`src/inc/mdl_defs.svh`:
```
// Offsets, field positions, reset values and timing counts of the modulator link.
// Overview of operation
// - Device select field must hold 21H; the DAC select is 0100 or pin high.
// - Bit clock runs at 128 or 256 times sample rate per ratio select.
// - Seven data lines carry stereo or mono per the output stereo mode bit.
// - Bit clock drives DAC bit clock; each data line drives same-index DAC input.
// - Modulator select and output bit width fields must be 00 for rated performance.
// - Modulator mute output drives the DAC mute input to silence source switches.
// - External abnormal flag on the mute input forces the DAC muted.
// - Clocks and ratio change only while muted; a ratio write here applies at once and the mute line drops a cycle later; release waits for stable clocks.
// - Base master clock frequency is 256 times the base sample rate.
// - Base sample rate is 48 kHz or 44.1 kHz depending on rate family.
`ifndef MDL_DEFS_SVH
`define MDL_DEFS_SVH

`define MDL_ADDR_W            4
`define MDL_DATA_W            8
`define MDL_LINES             7

`define MDL_REG_DEVSEL        4'h0
`define MDL_REG_CTRL          4'h1
`define MDL_REG_MOD           4'h2
`define MDL_REG_STATUS        4'h3
`define MDL_REG_FREQ0         4'h4
`define MDL_REG_FREQ1         4'h5
`define MDL_REG_FREQ2         4'h6

`define MDL_CTRL_RATIO        0
`define MDL_CTRL_STEREO       1
`define MDL_CTRL_FAMILY       2
`define MDL_CTRL_RELEASE      3
`define MDL_MOD_SEL_LO        0
`define MDL_MOD_WIDTH_LO      2

`define MDL_DEVSEL_RESET      8'h21
`define MDL_DEVSEL_CODE       8'h21
`define MDL_CTRL_RESET        8'h00
`define MDL_MOD_RESET         8'h00

`define MDL_FSB_48K_HZ        48000
`define MDL_FSB_44K1_HZ       44100
`define MDL_MCLK_BASE_MULT    256

`define MDL_CLK_MHZ           250
`define MDL_SETTLE_NS         10000
`define MDL_SETTLE_CYC        (((`MDL_SETTLE_NS * `MDL_CLK_MHZ) + 999) / 1000)
`define MDL_MCLK_TIMEOUT_NS   256
`define MDL_MCLK_TIMEOUT_CYC  ((`MDL_MCLK_TIMEOUT_NS * `MDL_CLK_MHZ) / 1000)

`endif

```
`src/inc/mdl_pkg.sv`:
```
// Types shared by the modulator link modules.
package mdl_pkg;

  typedef enum logic [1:0]
  {
    MDL_MUTED,
    MDL_SETTLE,
    MDL_RUN
  } mdl_mute_state_type;

  typedef logic [11:0] mdl_count_type;

endpackage

```
`src/inc/mdl_mute_if.sv`:
```
// Signals between the link top and its mute sequencer.
interface mdl_mute_if;
  logic soft_release;
  logic ext_mute;
  logic devsel_ok;
  logic clk_ok;
  logic cfg_change;
  logic release_line;
  logic settling;

  modport ctl
  (
    output soft_release,
    output ext_mute,
    output devsel_ok,
    output clk_ok,
    output cfg_change,
    input  release_line,
    input  settling
  );

  modport seq
  (
    input  soft_release,
    input  ext_mute,
    input  devsel_ok,
    input  clk_ok,
    input  cfg_change,
    output release_line,
    output settling
  );
endinterface

```
`src/core/mdl_link.sv`:
```
// Modulator side of the DAC link: bit clock, data lines, mute line and control registers.
//
// Strobed register access and the register offsets were chosen for this implementation.
`include "mdl_defs.svh"
module mdl_link
(
  input  wire logic                     clk_i,
  input  wire logic                     rst_i,
  input  wire logic [`MDL_ADDR_W-1:0]   addr_i,
  input  wire logic [`MDL_DATA_W-1:0]   wdata_i,
  input  wire logic                     wr_i,
  input  wire logic                     rd_i,
  output logic      [`MDL_DATA_W-1:0]   rdata_o,
  input  wire logic                     modulator_master_clock_input_i,
  input  wire logic                     external_mute_input_i,
  input  wire logic [`MDL_LINES-1:0]    left_word_i,
  input  wire logic [`MDL_LINES-1:0]    right_word_i,
  output logic                          word_take_o,
  output logic                          bit_clock_output_o,
  output logic      [`MDL_LINES-1:0]    modulator_data_lines_o,
  output logic                          mute_release_line_o
);
  import mdl_pkg::*;

  // Base master clock frequency in hertz for the selected rate family.
  function automatic logic [23:0] base_clock_frequency(input logic family);
    logic [23:0] base_sample_rate;
    base_sample_rate = family ? 24'(`MDL_FSB_44K1_HZ) : 24'(`MDL_FSB_48K_HZ);
    return 24'(`MDL_MCLK_BASE_MULT * base_sample_rate);
  endfunction

  mdl_mute_if mif();

  logic                   mclk_s1;
  logic                   mclk_s2;
  logic                   mclk_s3;
  logic                   external_mute_input_s1;
  logic                   external_mute_input_s2;

  logic [`MDL_DATA_W-1:0] device_select_field;
  logic [`MDL_DATA_W-1:0] next_device_select_field;
  logic [`MDL_DATA_W-1:0] ctrl;
  logic [`MDL_DATA_W-1:0] next_ctrl;
  logic [`MDL_DATA_W-1:0] modreg;
  logic [`MDL_DATA_W-1:0] next_modreg;
  logic                   cfg_change;
  logic                   next_cfg_change;
  logic [`MDL_DATA_W-1:0] rdata;
  logic [`MDL_DATA_W-1:0] next_rdata;

  logic                   dac_bit_clock_input;
  logic                   next_bck;
  logic [`MDL_LINES-1:0]  lines;
  logic [`MDL_LINES-1:0]  next_lines;
  logic                   phase;
  logic                   next_phase;
  logic                   take;
  logic                   next_take;
  mdl_count_type          idle;
  mdl_count_type          next_idle;

  logic                   bit_clock_ratio_select;
  logic                   output_stereo_mode_bit;
  logic                   rate_family;
  logic [1:0]             modulator_select_field;
  logic [1:0]             output_bit_width_field;
  logic                   mclk_rise;
  logic                   mclk_fall;
  logic                   tick;
  logic                   in_spec;
  logic [23:0]            freq;

  // The master clock and the abnormal flag are foreign to clk_i.
  always_ff @(posedge clk_i)
  begin
    if (rst_i)
    begin
      mclk_s1  <= 1'b0;
      mclk_s2  <= 1'b0;
      mclk_s3  <= 1'b0;
      external_mute_input_s1 <= 1'b0;
      external_mute_input_s2 <= 1'b0;
    end
    else
    begin
      mclk_s1  <= modulator_master_clock_input_i;
      mclk_s2  <= mclk_s1;
      mclk_s3  <= mclk_s2;
      external_mute_input_s1 <= external_mute_input_i;
      external_mute_input_s2 <= external_mute_input_s1;
    end
  end

  assign bit_clock_ratio_select = ctrl[`MDL_CTRL_RATIO];
  assign output_stereo_mode_bit = ctrl[`MDL_CTRL_STEREO];
  assign rate_family            = ctrl[`MDL_CTRL_FAMILY];
  assign modulator_select_field = modreg[`MDL_MOD_SEL_LO +: 2];
  assign output_bit_width_field = modreg[`MDL_MOD_WIDTH_LO +: 2];
  assign in_spec                = (modulator_select_field == 2'h0) && (output_bit_width_field == 2'h0);
  assign freq                   = base_clock_frequency(rate_family);

  // Register writes; a change of ratio, format or family forces a mute cycle.
  always_comb
  begin
    next_device_select_field = device_select_field;
    next_ctrl                = ctrl;
    next_modreg              = modreg;
    next_cfg_change          = 1'b0;
    if (wr_i)
    begin
      unique case (addr_i)
        `MDL_REG_DEVSEL:
        begin
          next_device_select_field = wdata_i;
        end
        `MDL_REG_CTRL:
        begin
          next_ctrl       = {4'h0, wdata_i[3:0]};
          next_cfg_change = (wdata_i[2:0] != ctrl[2:0]);
        end
        `MDL_REG_MOD:
        begin
          next_modreg = {4'h0, wdata_i[3:0]};
        end
        default:
        begin
          next_device_select_field = device_select_field;
        end
      endcase
    end
  end

  always_ff @(posedge clk_i)
  begin
    if (rst_i)
    begin
      device_select_field <= `MDL_DEVSEL_RESET;
      ctrl                <= `MDL_CTRL_RESET;
      modreg              <= `MDL_MOD_RESET;
      cfg_change          <= 1'b0;
    end
    else
    begin
      device_select_field <= next_device_select_field;
      ctrl                <= next_ctrl;
      modreg              <= next_modreg;
      cfg_change          <= next_cfg_change;
    end
  end

  // Read data stand only in the cycle after the read strobe.
  always_comb
  begin
    next_rdata = 8'h00;
    if (rd_i)
    begin
      unique case (addr_i)
        `MDL_REG_DEVSEL:
        begin
          next_rdata = device_select_field;
        end
        `MDL_REG_CTRL:
        begin
          next_rdata = ctrl;
        end
        `MDL_REG_MOD:
        begin
          next_rdata = modreg;
        end
        `MDL_REG_STATUS:
        begin
          next_rdata = {3'h0, in_spec, mif.settling, mif.clk_ok, external_mute_input_s2, mif.release_line};
        end
        `MDL_REG_FREQ0:
        begin
          next_rdata = freq[7:0];
        end
        `MDL_REG_FREQ1:
        begin
          next_rdata = freq[15:8];
        end
        `MDL_REG_FREQ2:
        begin
          next_rdata = freq[23:16];
        end
        default:
        begin
          next_rdata = 8'h00;
        end
      endcase
    end
  end

  always_ff @(posedge clk_i)
  begin
    if (rst_i)
    begin
      rdata <= 8'h00;
    end
    else
    begin
      rdata <= next_rdata;
    end
  end

  // Master clock edges drive the bit clock: one toggle per rising edge gives 128fs,
  // one toggle per edge of either kind gives 256fs.
  assign mclk_rise = mclk_s2 && !mclk_s3;
  assign mclk_fall = !mclk_s2 && mclk_s3;
  assign tick      = bit_clock_ratio_select ? (mclk_rise || mclk_fall) : mclk_rise;

  // Data change on the falling bit clock edge so the DAC can take them on the rising one.
  // Data are zeroed at each bit clock fall taken while muted, which keeps the DAC input quiet during initialisation.
  always_comb
  begin
    next_bck   = dac_bit_clock_input;
    next_lines = lines;
    next_phase = phase;
    next_take  = 1'b0;
    next_idle  = idle;
    if (mclk_rise || mclk_fall)
    begin
      next_idle = '0;
    end
    else if (idle != 12'(`MDL_MCLK_TIMEOUT_CYC))
    begin
      next_idle = idle + 12'h001;
    end
    if (tick)
    begin
      next_bck = !dac_bit_clock_input;
      if (dac_bit_clock_input)
      begin
        if (output_stereo_mode_bit)
        begin
          next_lines = phase ? right_word_i : left_word_i;
          next_phase = !phase;
          next_take  = phase;
        end
        else
        begin
          next_lines = left_word_i;
          next_phase = 1'b0;
          next_take  = 1'b1;
        end
        if (!mif.release_line)
        begin
          next_lines = '0;
        end
      end
    end
  end

  always_ff @(posedge clk_i)
  begin
    if (rst_i)
    begin
      dac_bit_clock_input   <= 1'b0;
      lines <= '0;
      phase <= 1'b0;
      take  <= 1'b0;
      idle  <= '0;
    end
    else
    begin
      dac_bit_clock_input   <= next_bck;
      lines <= next_lines;
      phase <= next_phase;
      take  <= next_take;
      idle  <= next_idle;
    end
  end

  assign mif.soft_release = ctrl[`MDL_CTRL_RELEASE];
  assign mif.ext_mute     = external_mute_input_s2;
  assign mif.devsel_ok    = (device_select_field == `MDL_DEVSEL_CODE);
  assign mif.clk_ok       = (idle != 12'(`MDL_MCLK_TIMEOUT_CYC));
  assign mif.cfg_change   = cfg_change;

  mdl_mute_seq u_mute
  (
    .clk_i (clk_i),
    .rst_i (rst_i),
    .mif   (mif)
  );

  assign rdata_o                = rdata;
  assign word_take_o            = take;
  assign bit_clock_output_o     = dac_bit_clock_input;
  assign modulator_data_lines_o = lines;
  assign mute_release_line_o    = mif.release_line;
endmodule

```
`src/core/mdl_mute_seq.sv`:
```
// Mute sequencer that holds the mute line low until clocks and settings are settled.
`include "mdl_defs.svh"
module mdl_mute_seq
(
  input  wire logic  clk_i,
  input  wire logic  rst_i,
  mdl_mute_if.seq    mif
);
  import mdl_pkg::*;

  mdl_mute_state_type state;
  mdl_mute_state_type next_state;
  mdl_count_type      count;
  mdl_count_type      next_count;
  logic               release_q;
  logic               next_release_q;
  logic               settling_q;
  logic               next_settling_q;
  logic               go;

  // Any loss of a condition drops mute at once; a new settle time starts afterwards.
  always_comb
  begin
    go = mif.soft_release && !mif.ext_mute && mif.devsel_ok && mif.clk_ok && !mif.cfg_change;
    next_state = state;
    next_count = count;
    unique case (state)
      MDL_MUTED:
      begin
        next_count = '0;
        if (go)
        begin
          next_state = MDL_SETTLE;
        end
      end
      MDL_SETTLE:
      begin
        if (!go)
        begin
          next_state = MDL_MUTED;
        end
        else if (count == 12'(`MDL_SETTLE_CYC - 1))
        begin
          next_state = MDL_RUN;
        end
        else
        begin
          next_count = count + 12'h001;
        end
      end
      MDL_RUN:
      begin
        if (!go)
        begin
          next_state = MDL_MUTED;
        end
      end
    endcase
    next_release_q  = (next_state == MDL_RUN);
    next_settling_q = (next_state == MDL_SETTLE);
  end

  always_ff @(posedge clk_i)
  begin
    if (rst_i)
    begin
      state      <= MDL_MUTED;
      count      <= '0;
      release_q  <= 1'b0;
      settling_q <= 1'b0;
    end
    else
    begin
      state      <= next_state;
      count      <= next_count;
      release_q  <= next_release_q;
      settling_q <= next_settling_q;
    end
  end

  assign mif.release_line = release_q;
  assign mif.settling     = settling_q;
endmodule

```
`config.mk`:
```
export PLATFORM = sky130hd
export DESIGN_NAME = mdl_link
export DESIGN_NICKNAME = d
export VERILOG_FILES = /design/src/inc/mdl_pkg.sv /design/src/inc/mdl_mute_if.sv /design/src/core/mdl_link.sv /design/src/core/mdl_mute_seq.sv
export VERILOG_INCLUDE_DIRS = /design/src /design/src/inc
export SDC_FILE = /design/constraint.sdc
export NUM_CORES = 1
export LEC_CHECK = 0
export ABC_AREA = 1
export BUFFER_PORTS_ARGS = -buffer_cell sky130_fd_sc_hd__clkbuf_2
export CAP_MARGIN = 20
export CELL_PAD_IN_SITES_DETAIL_PLACEMENT = 1
export CELL_PAD_IN_SITES_GLOBAL_PLACEMENT = 1
export CORE_MARGIN = 1.5
export CORE_UTILIZATION = 41
export CTS_CLUSTER_DIAMETER = 80
export DETAILED_ROUTE_END_ITERATION = 12
export PLACE_DENSITY = 0.92
export SLEW_MARGIN = 20
export SYNTH_ARGS = -nofsm -noshare
export SYNTH_HDL_FRONTEND = slang
export SYNTH_SLANG_ARGS = --single-unit
```
`constraint.sdc`:
```
create_clock -name clk_i -period 2.15 [get_ports clk_i]
set_clock_uncertainty 0.1 [all_clocks]
set_input_delay 0.43 -clock clk_i [delete_from_list [all_inputs] [get_ports clk_i]]
set_output_delay 0.43 -clock clk_i [all_outputs]
set_load 0.1 [all_outputs]
```
# After elaboration in Yosys (flattened, before gate mapping)
# Index checks and enable logic that the tools add are counted.
# totals
regBits,68
in_bits,32
output_inout_bits,18
elab_cells,85
# op_classes
add_sub_neg,2
eq_ne,15
mux,16
n_bitwise,5
reduce_logical,28
# ops
operator,n
$pmux W8 S6,1
$add A12 B1 Y12 const B,2
$mux W12,2
$pmux W12 S2,1
$mux W7,3
$mux W13,1
$eq A12 B12 Y1 const B,1
$ne A12 B7 Y1 const B,1
$eq A4 B2 Y1 const B,2
$eq A4 B3 Y1 const B,2
$eq A8 B6 Y1 const B,1
$mux W2,4
$reduce_and A2 Y1,4
$logic_and A1 B1 Y1,7
$logic_not A1 Y1,6
$logic_not A2 Y1,3
$pmux W2 S3,1
$reduce_or A3 Y1,2
$not A1 Y1,5
$eq A2 B1 Y1 const B,2
$eq A2 B2 Y1 const B,2
$eq A4 B1 Y1 const B,1
$logic_not A4 Y1,1
$reduce_or A2 Y1,2
7 further kinds,9

# Depth between registers and ports, before layout
# Gate-level depths: netlist (run 1).
# logic_depth
ltp_word,8
depth_mapped,12
depth_no_buf,11

# Hierarchy
# A second synthesis (run 1) with hierarchy kept.
# unflattened
cells_unflattened,489
hier_area_um2,3430.8
# modules_own_cells
mod,instances,cells_each,area_each_um2,seq_area_each_um2
mdl_link,1,314,2278.4,1041.0
mdl_mute_seq,1,175,1152.4,320.3

# Worst setup path after synthesis (run 1)
# No wires, ideal clock.
# synth_timing
path_kind,register -> register
startpoint,register dac_bit_clock_input (netlist: bit_clock_output_o)
endpoint,register lines[0] (netlist: modulator_data_lines_o[0])
arrival_ps,1699
slack_ps,283
path_stages_with_launch,7
path_buffers,0
cell_sequence,dfxtp_1 -> inv_1 -> nor2_1 -> inv_1 -> nor2_1 -> a22oi_1 -> nor2_1
# synth_via
elab_chain_len,1
# synth_rtl
item,line_no,source
from (decl),mdl_link.sv:51,logic dac_bit_clock_input;
from (signal assigned),mdl_link.sv:266,dac_bit_clock_input <= next_bck;
$reduce_and A2 Y1 (no line),-,
to (signal assigned),mdl_link.sv:267,lines <= next_lines;
to (decl),mdl_link.sv:53,logic [`MDL_LINES-1:0] lines;
# No other way between the ends.
# A chain may end at the register's enable or synchronous reset.

# Final worst setup path (run 1)
# layout_timing
startpoint,register mclk_s3
endpoint,register lines[3] (netlist: modulator_data_lines_o[3])
# layout_via
elab_chain_len,5
# layout_rtl
item,line_no,source
from (decl),mdl_link.sv:36,logic mclk_s3;
from (signal assigned),mdl_link.sv:88,mclk_s3 <= mclk_s2;
$logic_not A1 Y1,mdl_link.sv:208,assign mclk_rise = mclk_s2 && !mclk_s3;
$logic_and A1 B1 Y1,mdl_link.sv:208,
$logic_or A1 B1 Y1,mdl_link.sv:210,assign tick = bit_clock_ratio_select ? (mclk_rise || mclk_fall) : mclk_rise;
$mux W1 *,mdl_link.sv:210,
$reduce_and A2 Y1 (no line) *,-,
# Mark *: on every way between the ends. The rest lies on a longest branch, timed or not.

==> results of run 1 <==
registers in the layout (all words and copies together) (netlist names):
signal / flops
u_mute.mif.release_line: 1
device_select_field: 8
bit_clock_output_o: 1
idle: 12
mclk_s1: 1
u_mute.state: 2
mclk_s2: 1
modulator_data_lines_o: 7
mclk_s3: 1
rdata_o: 8
word_take_o: 1
external_mute_input_s1: 1
modreg: 4
u_mute.count: 12
ctrl: 4
phase: 1
cfg_change: 1
external_mute_input_s2: 1
u_mute.mif.settling: 1
synth_stat cells, types with 2 or more instances:
| library cell | number |
|---|---|
| nor4_1 | 2 |
| xor2_1 | 9 |
| a22oi_1 | 7 |
| buf_2 | 2 |
| clkbuf_1 | 2 |
| nor2_4 | 2 |
| a21oi_1 | 41 |
| clkinv_1 | 4 |
| inv_1 | 56 |
| nand2_1 | 91 |
| o211ai_1 | 2 |
| nor2_2 | 4 |
| nor3_1 | 4 |
| o21ai_0 | 22 |
| ha_1 | 7 |
| mux2_2 | 7 |
| nand3_1 | 32 |
| xnor2_1 | 3 |
| nand2_2 | 4 |
| nand4_1 | 3 |
| dfxtp_1 | 68 |
| nor2_1 | 62 |
| inv_2 | 7 |
| buf_6 | 3 |
cell type report:
cell class              instances  area (sq um)  area share
multi-input cells             315          1620      0.4203
clock inverters                 5         85.08     0.02207
well taps                     102         127.6     0.03311
inverters                      67         251.5     0.06524
flip-flops and latches         68          1361      0.3531
clock buffers                  11         141.4     0.03668
repair buffers                 52         267.8     0.06946
cell usage in the layout (no fill, tap or decap), types with 3 or more instances in the layout:
| master | Yosys | routed |
|---|---|---|
| a21oi_1 | 41 | 41 |
| a22oi_1 | 7 | 7 |
| buf_4 | 0 | 3 |
| clkbuf_2 | 0 | 49 |
| clkbuf_8 | 0 | 10 |
| clkinv_1 | 4 | 4 |
| dfxtp_1 | 68 | 68 |
| ha_1 | 7 | 7 |
| inv_1 | 56 | 56 |
| inv_2 | 7 | 7 |
| mux2_2 | 7 | 7 |
| nand2_1 | 91 | 91 |
| nand2_2 | 4 | 4 |
| nand3_1 | 32 | 32 |
| nand4_1 | 3 | 3 |
| nor2_1 | 62 | 61 |
| nor2_2 | 4 | 5 |
| nor3_1 | 4 | 4 |
| o21ai_0 | 22 | 22 |
| xnor2_1 | 3 | 3 |
| xor2_1 | 9 | 9 |
per-stage QoR:
step                utilization  instance area, sq um  total power, mW
floorplan                     -                  3286            1.445
detailed placement       0.4692                  3626            1.518
global route             0.4989                  3855            2.796
global placement         0.4692                  3626            1.508
finish                   0.4989                  3855            2.708
CTS                      0.4985                  3852            2.717
final timing paths:
| check | from | to | slack, ns | cells after the start |
|---|---|---|---|---|
| worst max-delay path | mclk_s3 | modulator_data_lines_o[3] | 0.18 | 9 |
| worst min-delay path | modulator_master_clock_input_i | mclk_s1 | 0.15 | 3 |
| worst max register to register | mclk_s3 | modulator_data_lines_o[3] | 0.18 | 9 |
| worst min register to register | mclk_s1 | mclk_s2 | 0.31 | 2 |
layer usage:
layer / global-route usage / vias up / part of all wire
met5: 0 / - / 0
met1: 0.2695 / 1571 / 0.41
met3: 0.03777 / 23 / 0.032
li1: - / 1577 / -
met2: 0.4283 / 63 / 0.53
met4: 0.1154 / 0 / 0.029
tightest hold or removal path: stages:
cell and delay [ns]:
clkbuf_2 0.08, inv_1 0.04, nor2_1 0.03
report_power, final:
group	internal [mW]	total [mW]	switching (mW)
clock	0.689	1.22	0.527
sequential	1.28	1.29	0.0145
combinational	0.0661	0.200	0.134
repair_timing:
| item | 4_1_cts | 5_1_grt |
|---|---|---|
| setup endpoints to repair | 0 | 7 |
| hold buffers | 0 | 0 |
| endpoints found under the hold margin | 0 | 0 |
| resized for setup | 0 | 1 |
cell families after synthesis:
family | after synthesis | share of synthesized area
flip-flops | 68 | 0.4143
AND/OR/NAND/NOR | 209 | 0.2753
buffers and inverters | 75 | 0.09330
AO/OA/AOI/OAI | 80 | 0.1344
adder cells (fa/ha/maj) | 7 | 0.02666
XOR/XNOR | 12 | 0.03199
multiplexers | 7 | 0.02399
==> metrics.md, run 1 <==
| Metric | Value |
|---|---|
| Static Leak | `1.624 nW` |
| Top post-synthesis cells by area | `dfxtp_1 41%, nand2_1 10%, nor2_1 7.1%, inv_1 6.4%, a21oi_1 6.2%` |
| Final worst slack | `0.1751 ns` |
| Die Y | `92.52 um` |
| GPL Wtd Cong | `0.9045` |
| DP Worst Slack | `0.2087 ns` |
| Post-synth EDFFs | `0` |
| Synthesized flop and latch total | `68` |
| Clk Latency, worst-skew pair | `0.36 ns` |
| Largest net degree at the start of global routing | `28` |
| CTS buffer count | `9` |
| CP arrival | `2.17 ns` |
| Residual DRC | `0` |
| Layout Cells excl Fill | `620` |
| Post-CTS Setup Bufs | `0` |
| Routed vias | `3234` |
| Max Fclk | `0.5063 GHz` |
| Gr usage total | `0.2373` |
| Top cell type's share of synthesized area | `0.4143` |
| Filler cell count | `1018` |
| Cells after synthesis | `458` |
| Total core area | `7727 sq um` |
| Worst endpoint required time | `2.35 ns` |
| Number of nets in the final layout | `552` |
| Share of cells above drive strength 1 | `0.1853` |
| WHS | `0.1480 ns` |
| Worst hold path type | `in -> reg` |
| Worst-path clk slew | `0.08 ns` |
| Post-synthesis cell area | `3286 sq um` |
| Total gr overflow | `0` |
| Final Hold Viols | `0` |
| Rel. slew slack | `0.6270` |
| Critical path's slowest cell | `dfxtp_1` |
| Slew at the pin closest to its max-slew limit | `0.5619 ns` |
| Crit share post-route | `0.9186` |
| Antenna violations before repair | `0` |
| RSZ-0062 raised after global routing | `false` |
| Setup TNS Final | `0 ns` |
| Number of unique standard cell types used by synthesis | `38` |
| DRT Pass-1 Iters | `4` |
| Worst vdd ir | `0.4375 mV` |
| Tmin final | `1.975 ns` |
| Status | `completed` |
| Post-DP HPWL | `6774 um` |
| CTS Sinks | `68` |
| Critical path's top delay family | `simple AND/OR/NAND/NOR gates` |
| Post-DR vias/cell | `5.216` |
| Layout area overhead | `17.33%` |
| Syn_area_per_cell | `7.174 sq um` |
| Vias in the first global route | `3348` |
| Synth async-reset ratio | `0` |
| Diode count | `0` |
| H-tree depth | `3` |
| Avg WL per Cell | `15.46 um` |
| Clock Path Buffers | `2` |
| Yosys top cell by area | `dfxtp_1` |
| CTS tree | `built` |
| Placed cells | `604` |
| Register area share after synthesis | `0.4143` |
| Critical path type | `reg -> reg` |
| Ys flop type | `dfxtp_1` |
| DIE WIDTH | `92.52 um` |
| Yosys Warn Count | `0` |
| Port Buffers | `49` |
| Die ar. | `8560 sq um` |
| Syn_nets | `497` |
| Final wirelength | `9584 um` |
| # IOs | `50` |
| DRT antenna net count | `0` |
| Finish-stage setup viols | `0` |
| Worst-path fanout max | `11` |
| Initial Utilization | `0.4252` |
| Max_cap viols | `0` |
| CP bufs+invs | `2` |
| Clock Tree Root | `clkbuf_8` |
| Slowest Stage Delay on Critical Path | `0.33 ns` |
| Starting DRT DRC Count | `147` |
| Cell Pwr Density | `702.6 nW/um^2` |
| Endpoint type of the worst setup path | `flip-flop` |
| CP Launch Type | `flip-flop` |
| CP Cell Sequence | `inv_1 > ha_1 > nand2_1 > o21ai_0 > nor2_1 > inv_1 > nor2_2 > a22oi_1 > nor2_1` |
| Final Max Tran Viols | `0` |
| First-pass GRT wire length | `15870 um` |
| # rows | `32` |
Note: power is estimated with default switching activity, not from simulation.
==> inputs of run 2 (changes only) <==
--- a/config.mk
+++ b/config.mk
@@ -12,10 +12,10 @@
 export CELL_PAD_IN_SITES_DETAIL_PLACEMENT = 1
 export CELL_PAD_IN_SITES_GLOBAL_PLACEMENT = 1
 export CORE_MARGIN = 1.5
-export CORE_UTILIZATION = 41
+export CORE_UTILIZATION = 44
 export CTS_CLUSTER_DIAMETER = 80
 export DETAILED_ROUTE_END_ITERATION = 12
-export PLACE_DENSITY = 0.92
+export PLACE_DENSITY = 0.95
 export SLEW_MARGIN = 20
 export SYNTH_ARGS = -nofsm -noshare
 export SYNTH_HDL_FRONTEND = slang
==> constraint.sdc (replaced) <==
create_clock -name clk_i -period 2.3 [get_ports clk_i]
set_clock_uncertainty 0.1 [all_clocks]
set_input_delay 0.46 -clock clk_i [delete_from_list [all_inputs] [get_ports clk_i]]
set_output_delay 0.46 -clock clk_i [all_outputs]
set_load 0.1 [all_outputs]
==> run 2 against run 1 <==
Against the previous run:
- sequential cell count unchanged
- maximum frequency fell by 4.6%
- non-clock buffer count unchanged
- critical endpoint unchanged
- count of clock-buffer cells in the layout unchanged
- hold slack improved by 0.034 ns
- clock power down 4%
- highest routed layer unchanged
- wire length grew 6.0%
- register-to-register slack better by 0.05 ns
- sequential share of layout area is 0.057 points higher
- via count is 2.4% higher
- combinational power is 5% lower
- cell area fell by 0.16%
- largest power group unchanged
- critical path type unchanged
==> metrics.md, run 2 (synthesis results as in run 1) <==
| Metric | Value |
|---|---|
| Status | `completed (unchanged)` |
| Clock Path Buffers | `2 (unchanged)` |
| # rows | `31 (was 32)` |
| Static Leak | `1.629 nW (was 1.624 nW)` |
| First-pass GRT wire length | `16510 um (was 15870 um)` |
| R2r worst-path depth | `9 (unchanged)` |
| Finish-stage setup viols | `0 (unchanged)` |
| Tot Pwr | `2.575 mW (was 2.708 mW)` |
| Worst-path fanout max | `11 (unchanged)` |
| Rel. slew slack | `0.6342 (was 0.6270)` |
| DRT antenna net count | `0 (unchanged)` |
| Diode count | `0 (unchanged)` |
| Commonest non-fill, non-tap cells in the layout | `91 x nand2_1, 68 x dfxtp_1, 61 x nor2_1, 56 x inv_1, 49 x clkbuf_2 (unchanged)` |
| Number of nets in the final layout | `552 (unchanged)` |
| Reg-to-reg endpoint | `modulator_data_lines_o[3] (unchanged)` |
| Critical path's top delay family | `simple AND/OR/NAND/NOR gates (unchanged)` |
| Slowest Stage Delay on Critical Path | `0.35 ns (was 0.33 ns)` |
| Critical path's slowest cell | `dfxtp_1 (unchanged)` |
| Layout Cells excl Fill | `617 (was 620)` |
| Final Max Tran Viols | `0 (unchanged)` |
| Antenna violations before repair | `0 (unchanged)` |
| CP Cell Sequence | `inv_1 > ha_1 > nand2_1 > o21ai_0 > nor2_1 > inv_1 > nor2_2 > a22oi_1 > nor2_1 (unchanged)` |
| Residual DRC | `0 (unchanged)` |
| Crit share post-route | `0.9003 (was 0.9186)` |
| Max_cap viols | `0 (unchanged)` |
| Layout area overhead | `17.14% (was 17.33%)` |
| Vias in the first global route | `3430 (was 3348)` |
| Total core area | `7253 sq um (was 7727 sq um)` |
| Worst hold path type | `in -> reg (unchanged)` |
| Share of cells above drive strength 1 | `0.1853 (unchanged)` |
| Cell Pwr Density | `669.0 nW/um^2 (was 702.6 nW/um^2)` |
| DIE WIDTH | `89.42 um (was 92.52 um)` |
| Worst-path clk slew | `0.08 ns (about the same)` |
| Setup TNS Final | `0 ns (unchanged)` |
| Internal reg-to-reg setup slack | `0.23 ns (was 0.18 ns)` |
| Clk Latency, worst-skew pair | `0.37 ns (was 0.36 ns)` |
| Max Fclk | `0.4829 GHz (was 0.5063 GHz)` |
| Final Hold Viols | `0 (unchanged)` |
| DRT Pass-1 Iters | `4 (unchanged)` |
| CTS buffer count | `9 (unchanged)` |
| # hold bufs at CTS | `0 (unchanged)` |
| CP arrival | `2.28 ns (was 2.17 ns)` |
| Tmin final | `2.071 ns (was 1.975 ns)` |
| Placed cell areas | `3622 sq um (was 3626 sq um)` |
| Critical path type | `reg -> reg (unchanged)` |
| Die ar. | `7995 sq um (was 8560 sq um)` |
| Die Y | `89.42 um (was 92.52 um)` |
| Avg WL per Cell | `16.46 um (was 15.46 um)` |
| Final wirelength | `10160 um (was 9584 um)` |
| CTS tree | `built (unchanged)` |
| Starting DRT DRC Count | `129 (was 147)` |
| Port Buffers | `49 (unchanged)` |
| CTS Sinks | `68 (unchanged)` |
| Endpoint type of the worst setup path | `flip-flop (unchanged)` |
| GPL Wtd Cong | `0.8704 (was 0.9045)` |
| # IOs | `50 (unchanged)` |
| CP Launch Type | `flip-flop (unchanged)` |
| Post-DP HPWL | `6964 um (was 6774 um)` |
| Placed cells | `601 (was 604)` |
| Min-Delay Endpoint | `external_mute_input_s1 (was mclk_s1)` |
| Largest net degree at the start of global routing | `28 (unchanged)` |
| Hold path start | `external_mute_input_i (was modulator_master_clock_input_i)` |
| Biggest regs | `idle (12), u_mute.count (12) (unchanged)` |
| Slew at the pin closest to its max-slew limit | `0.5510 ns (was 0.5619 ns)` |
| Gr usage total | `0.2744 (was 0.2373)` |
| Total gr overflow | `0 (unchanged)` |
| CP bufs+invs | `2 (unchanged)` |
| Post-DR vias/cell | `5.368 (was 5.216)` |
| RSZ-0062 raised after global routing | `false (unchanged)` |
| H-tree depth | `3 (unchanged)` |
| Hold Crit Depth | `3 (unchanged)` |
| Worst vdd ir | `0.4119 mV (was 0.4375 mV)` |
| Initial Utilization | `0.4530 (was 0.4252)` |
| Routed vias | `3312 (was 3234)` |
| Most common cell after layout, fill and taps aside | `nand2_1 (unchanged)` |
| Final instance area | `3849 sq um (was 3855 sq um)` |
| Worst endpoint required time | `2.50 ns (was 2.35 ns)` |
| Reg-to-reg startpoint | `mclk_s3 (unchanged)` |
| Clock Tree Root | `clkbuf_8 (unchanged)` |
-- run 2: worst max-delay path by stage --
stage	endpoint	depth (start not counted)	start
floorplan	modulator_data_lines_o[0]	6	bit_clock_output_o
global placement	modulator_data_lines_o[5]	9	mclk_s3
detailed placement	modulator_data_lines_o[4]	9	mclk_s3
CTS	modulator_data_lines_o[3]	9	mclk_s3
global route	modulator_data_lines_o[3]	9	mclk_s3
finish	modulator_data_lines_o[3]	9	mclk_s3
-- run 2: metrics by stage --
| stage | hold slack [ns] | setup WS (ns) | utilization |
|---|---|---|---|
| 2_1_floorplan | 0.2883 | 0.4327 | - |
| 3_3_place_gp | 0.2908 | 0.4418 | 0.4994 |
| 3_5_place_dp | 0.3025 | 0.2969 | 0.4994 |
| 4_1_cts | 0.1768 | 0.1376 | 0.5303 |
| 5_1_grt | 0.1872 | 0.09859 | 0.5306 |
| 6_report | 0.1820 | 0.2293 | 0.5306 |
-- run 2: tightest hold or removal path: stages --
cell	delay, ns
clkbuf_2	0.08
inv_1	0.04
nor2_1	0.03
-- run 2: layout make-up --
type | count | area [sq um]
clock buffers | 11 | 141.4
clock inverters | 5 | 82.58
fillers | 964 | 3405
inverters | 67 | 251.5
multi-input cells | 315 | 1620
flip-flops and latches | 68 | 1361
well taps | 99 | 123.9
repair buffers | 52 | 267.8
-- run 2: where the power goes --
group / internal, mW / total [mW] / switching [mW] / leakage [nW]
sequential: 1.19 / 1.21 / 0.0149 / 0.550
combinational: 0.0617 / 0.191 / 0.129 / 0.964
clock: 0.647 / 1.17 / 0.528 / 0.114
total: 1.90 / 2.57 / 0.671 / 1.63
-- run 2: repair_timing --
action / CTS / global route
setup buffers: 0 / 0
setup endpoints to repair: 0 / 7
gates resized for setup: 0 / 1
-- run 2: layer usage --
metal | vias up | GRT usage | wire (um)
met2 | 91 | 0.4853 | 5228
met1 | 1610 | 0.3165 | 4334
li1 | 1585 | - | -
met3 | 26 | 0.06094 | 362
met4 | 0 | 0.1217 | 229
met5 | - | 0 | 0
==> inputs of run 3 (changes only) <==
--- a/config.mk
+++ b/config.mk
@@ -15,6 +15,7 @@
 export CORE_UTILIZATION = 44
 export CTS_CLUSTER_DIAMETER = 80
 export DETAILED_ROUTE_END_ITERATION = 12
+export MAX_ROUTING_LAYER = met4
 export PLACE_DENSITY = 0.95
 export SLEW_MARGIN = 20
 export SYNTH_ARGS = -nofsm -noshare
==> run 3 against run 2 <==
Against the previous run:
- non-clock buffer count unchanged
- largest power group unchanged
- hold slack worse by 0.0021 ns
- via count down 0.85%
- worst setup slack better by 0.013 ns
- global-route usage up 0.78 points
- largest cell class unchanged
- highest routed layer unchanged
- critical path depth unchanged
- sequential cell count unchanged
==> metrics.md, run 3 (synthesis results as in run 1) <==
| Metric | Value |
|---|---|
| # rows | `31 (unchanged)` |
| CTS buffer count | `9 (unchanged)` |
| Final Hold Viols | `0 (unchanged)` |
| Most common cell after layout, fill and taps aside | `nand2_1 (unchanged)` |
| Layout Cells excl Fill | `617 (unchanged)` |
| Layout area overhead | `17.14% (unchanged)` |
| Worst-path clk slew | `0.08 ns (about the same)` |
| Endpoint type of the worst setup path | `flip-flop (unchanged)` |
| Clock Tree Root | `clkbuf_8 (unchanged)` |
| DIE WIDTH | `89.42 um (unchanged)` |
| Slew at the pin closest to its max-slew limit | `0.5526 ns (was 0.5510 ns)` |
| H-tree depth | `3 (unchanged)` |
| DRT antenna net count | `0 (unchanged)` |
| Biggest regs | `idle (12), u_mute.count (12) (unchanged)` |
| Post-DR vias/cell | `5.323 (was 5.368)` |
| Setup TNS Final | `0 ns (unchanged)` |
| Clock Path Buffers | `2 (unchanged)` |
| Worst endpoint required time | `2.50 ns (about the same)` |
| WHS | `0.1799 ns (was 0.1820 ns)` |
| Share of cells above drive strength 1 | `0.1853 (unchanged)` |
| Filler cell count | `964 (unchanged)` |
| Total gr overflow | `0 (unchanged)` |
| Diode count | `0 (unchanged)` |
| DRT Pass-1 Iters | `5 (was 4)` |
| Worst hold path type | `in -> reg (unchanged)` |
| Die Y | `89.42 um (unchanged)` |
| Cell Pwr Density | `669.7 nW/um^2 (was 669.0 nW/um^2)` |
| Status | `completed (unchanged)` |
| Total core area | `7253 sq um (unchanged)` |
| # hold bufs at CTS | `0 (unchanged)` |
| RSZ-0062 raised after global routing | `false (unchanged)` |
| Crit share post-route | `0.8945 (was 0.9003)` |
| Post-CTS Setup Bufs | `0 (unchanged)` |
| Final Max Tran Viols | `0 (unchanged)` |
| Worst vdd ir | `0.4115 mV (was 0.4119 mV)` |
| Static Leak | `1.629 nW (unchanged)` |
| Vias in the first global route | `3441 (was 3430)` |
| CTS Sinks | `68 (unchanged)` |
| Critical path type | `reg -> reg (unchanged)` |
| Residual DRC | `0 (unchanged)` |
| Initial Utilization | `0.4530 (unchanged)` |
| Gr usage total | `0.2822 (was 0.2744)` |
| Max_cap viols | `0 (unchanged)` |
| GPL Wtd Cong | `0.8847 (was 0.8704)` |
| Finish-stage setup viols | `0 (unchanged)` |
| Routed vias | `3284 (was 3312)` |
| Post-DP HPWL | `6964 um (unchanged)` |
| Max Fclk | `0.4860 GHz (was 0.4829 GHz)` |
| Avg WL per Cell | `16.47 um (was 16.46 um)` |
| Starting DRT DRC Count | `156 (was 129)` |
| Tmin final | `2.057 ns (was 2.071 ns)` |
| Clk Latency, worst-skew pair | `0.37 ns (about the same)` |
| Antenna violations before repair | `0 (unchanged)` |
| CP Launch Type | `flip-flop (unchanged)` |
| Post_cts resized | `0 (unchanged)` |
| Number of nets in the final layout | `552 (unchanged)` |
| Commonest non-fill, non-tap cells in the layout | `91 x nand2_1, 68 x dfxtp_1, 61 x nor2_1, 56 x inv_1, 49 x clkbuf_2 (unchanged)` |
| Final wirelength | `10160 um (about the same)` |
| Largest net degree at the start of global routing | `28 (unchanged)` |
| Die ar. | `7995 sq um (unchanged)` |
| Placed cells | `601 (unchanged)` |
| Port Buffers | `49 (unchanged)` |
| CTS tree | `built (unchanged)` |
| CP arrival | `2.26 ns (was 2.28 ns)` |
| # IOs | `50 (unchanged)` |
| Rel. slew slack | `0.6332 (was 0.6342)` |
| First-pass GRT wire length | `16480 um (was 16510 um)` |
| Worst-path fanout max | `11 (unchanged)` |
| Tot Pwr | `2.577 mW (was 2.575 mW)` |
-- run 3: final timing paths --
path	startpoint	end	slack (ns)	cells after the start
setup / recovery	mclk_s3	modulator_data_lines_o[3]	0.24	9
setup reg to reg	mclk_s3	modulator_data_lines_o[3]	0.24	9
hold / removal	external_mute_input_i	external_mute_input_s1	0.18	3
hold reg to reg	external_mute_input_s1	external_mute_input_s2	0.34	2
-- run 3: layer usage --
layer  track usage  part of all wire  wire length (um)
met1        0.3171              0.42              4306
met2        0.4833              0.51              5189
met3       0.06002             0.041               412
met4        0.1217             0.025               255
met5             -                 0                 0
-- run 3: cell type report --
cell class | instances | area (sq um) | area share
Clock buffer | 11 | 141.4 | 0.03674
Multi-Input combinational cell | 315 | 1620 | 0.4210
Clock inverter | 5 | 82.58 | 0.02146
Timing Repair Buffer | 52 | 267.8 | 0.06957
Sequential cell | 68 | 1361 | 0.3537
Inverter | 67 | 251.5 | 0.06534
Tap cell | 99 | 123.9 | 0.03218
-- run 3: report_power, final --
part / total, mW / leakage [nW] / internal (mW) / switching, mW
combinational: 0.190 / 0.964 / 0.0617 / 0.128
sequential: 1.21 / 0.550 / 1.19 / 0.0147
clock: 1.18 / 0.114 / 0.647 / 0.531
total: 2.58 / 1.63 / 1.90 / 0.674
-- run 3: critical path: stages, from the launching register on --
cell and delay, ns:
dfxtp_1 0.35, inv_1 0.06, ha_1 0.30, nand2_1 0.08, o21ai_0 0.12, nor2_1 0.19
inv_1 0.21, nor2_2 0.33, a22oi_1 0.14, nor2_1 0.11
-- run 3: through the flow --
stage | worst slack [ns] | util | instance area, sq um
6_report | 0.2426 | 0.5306 | 3849
4_1_cts | 0.1376 | 0.5303 | 3846
3_5_place_dp | 0.2969 | 0.4994 | 3622
3_3_place_gp | 0.4418 | 0.4994 | 3622
5_1_grt | 0.09565 | 0.5306 | 3849
2_1_floorplan | 0.4327 | - | 3286
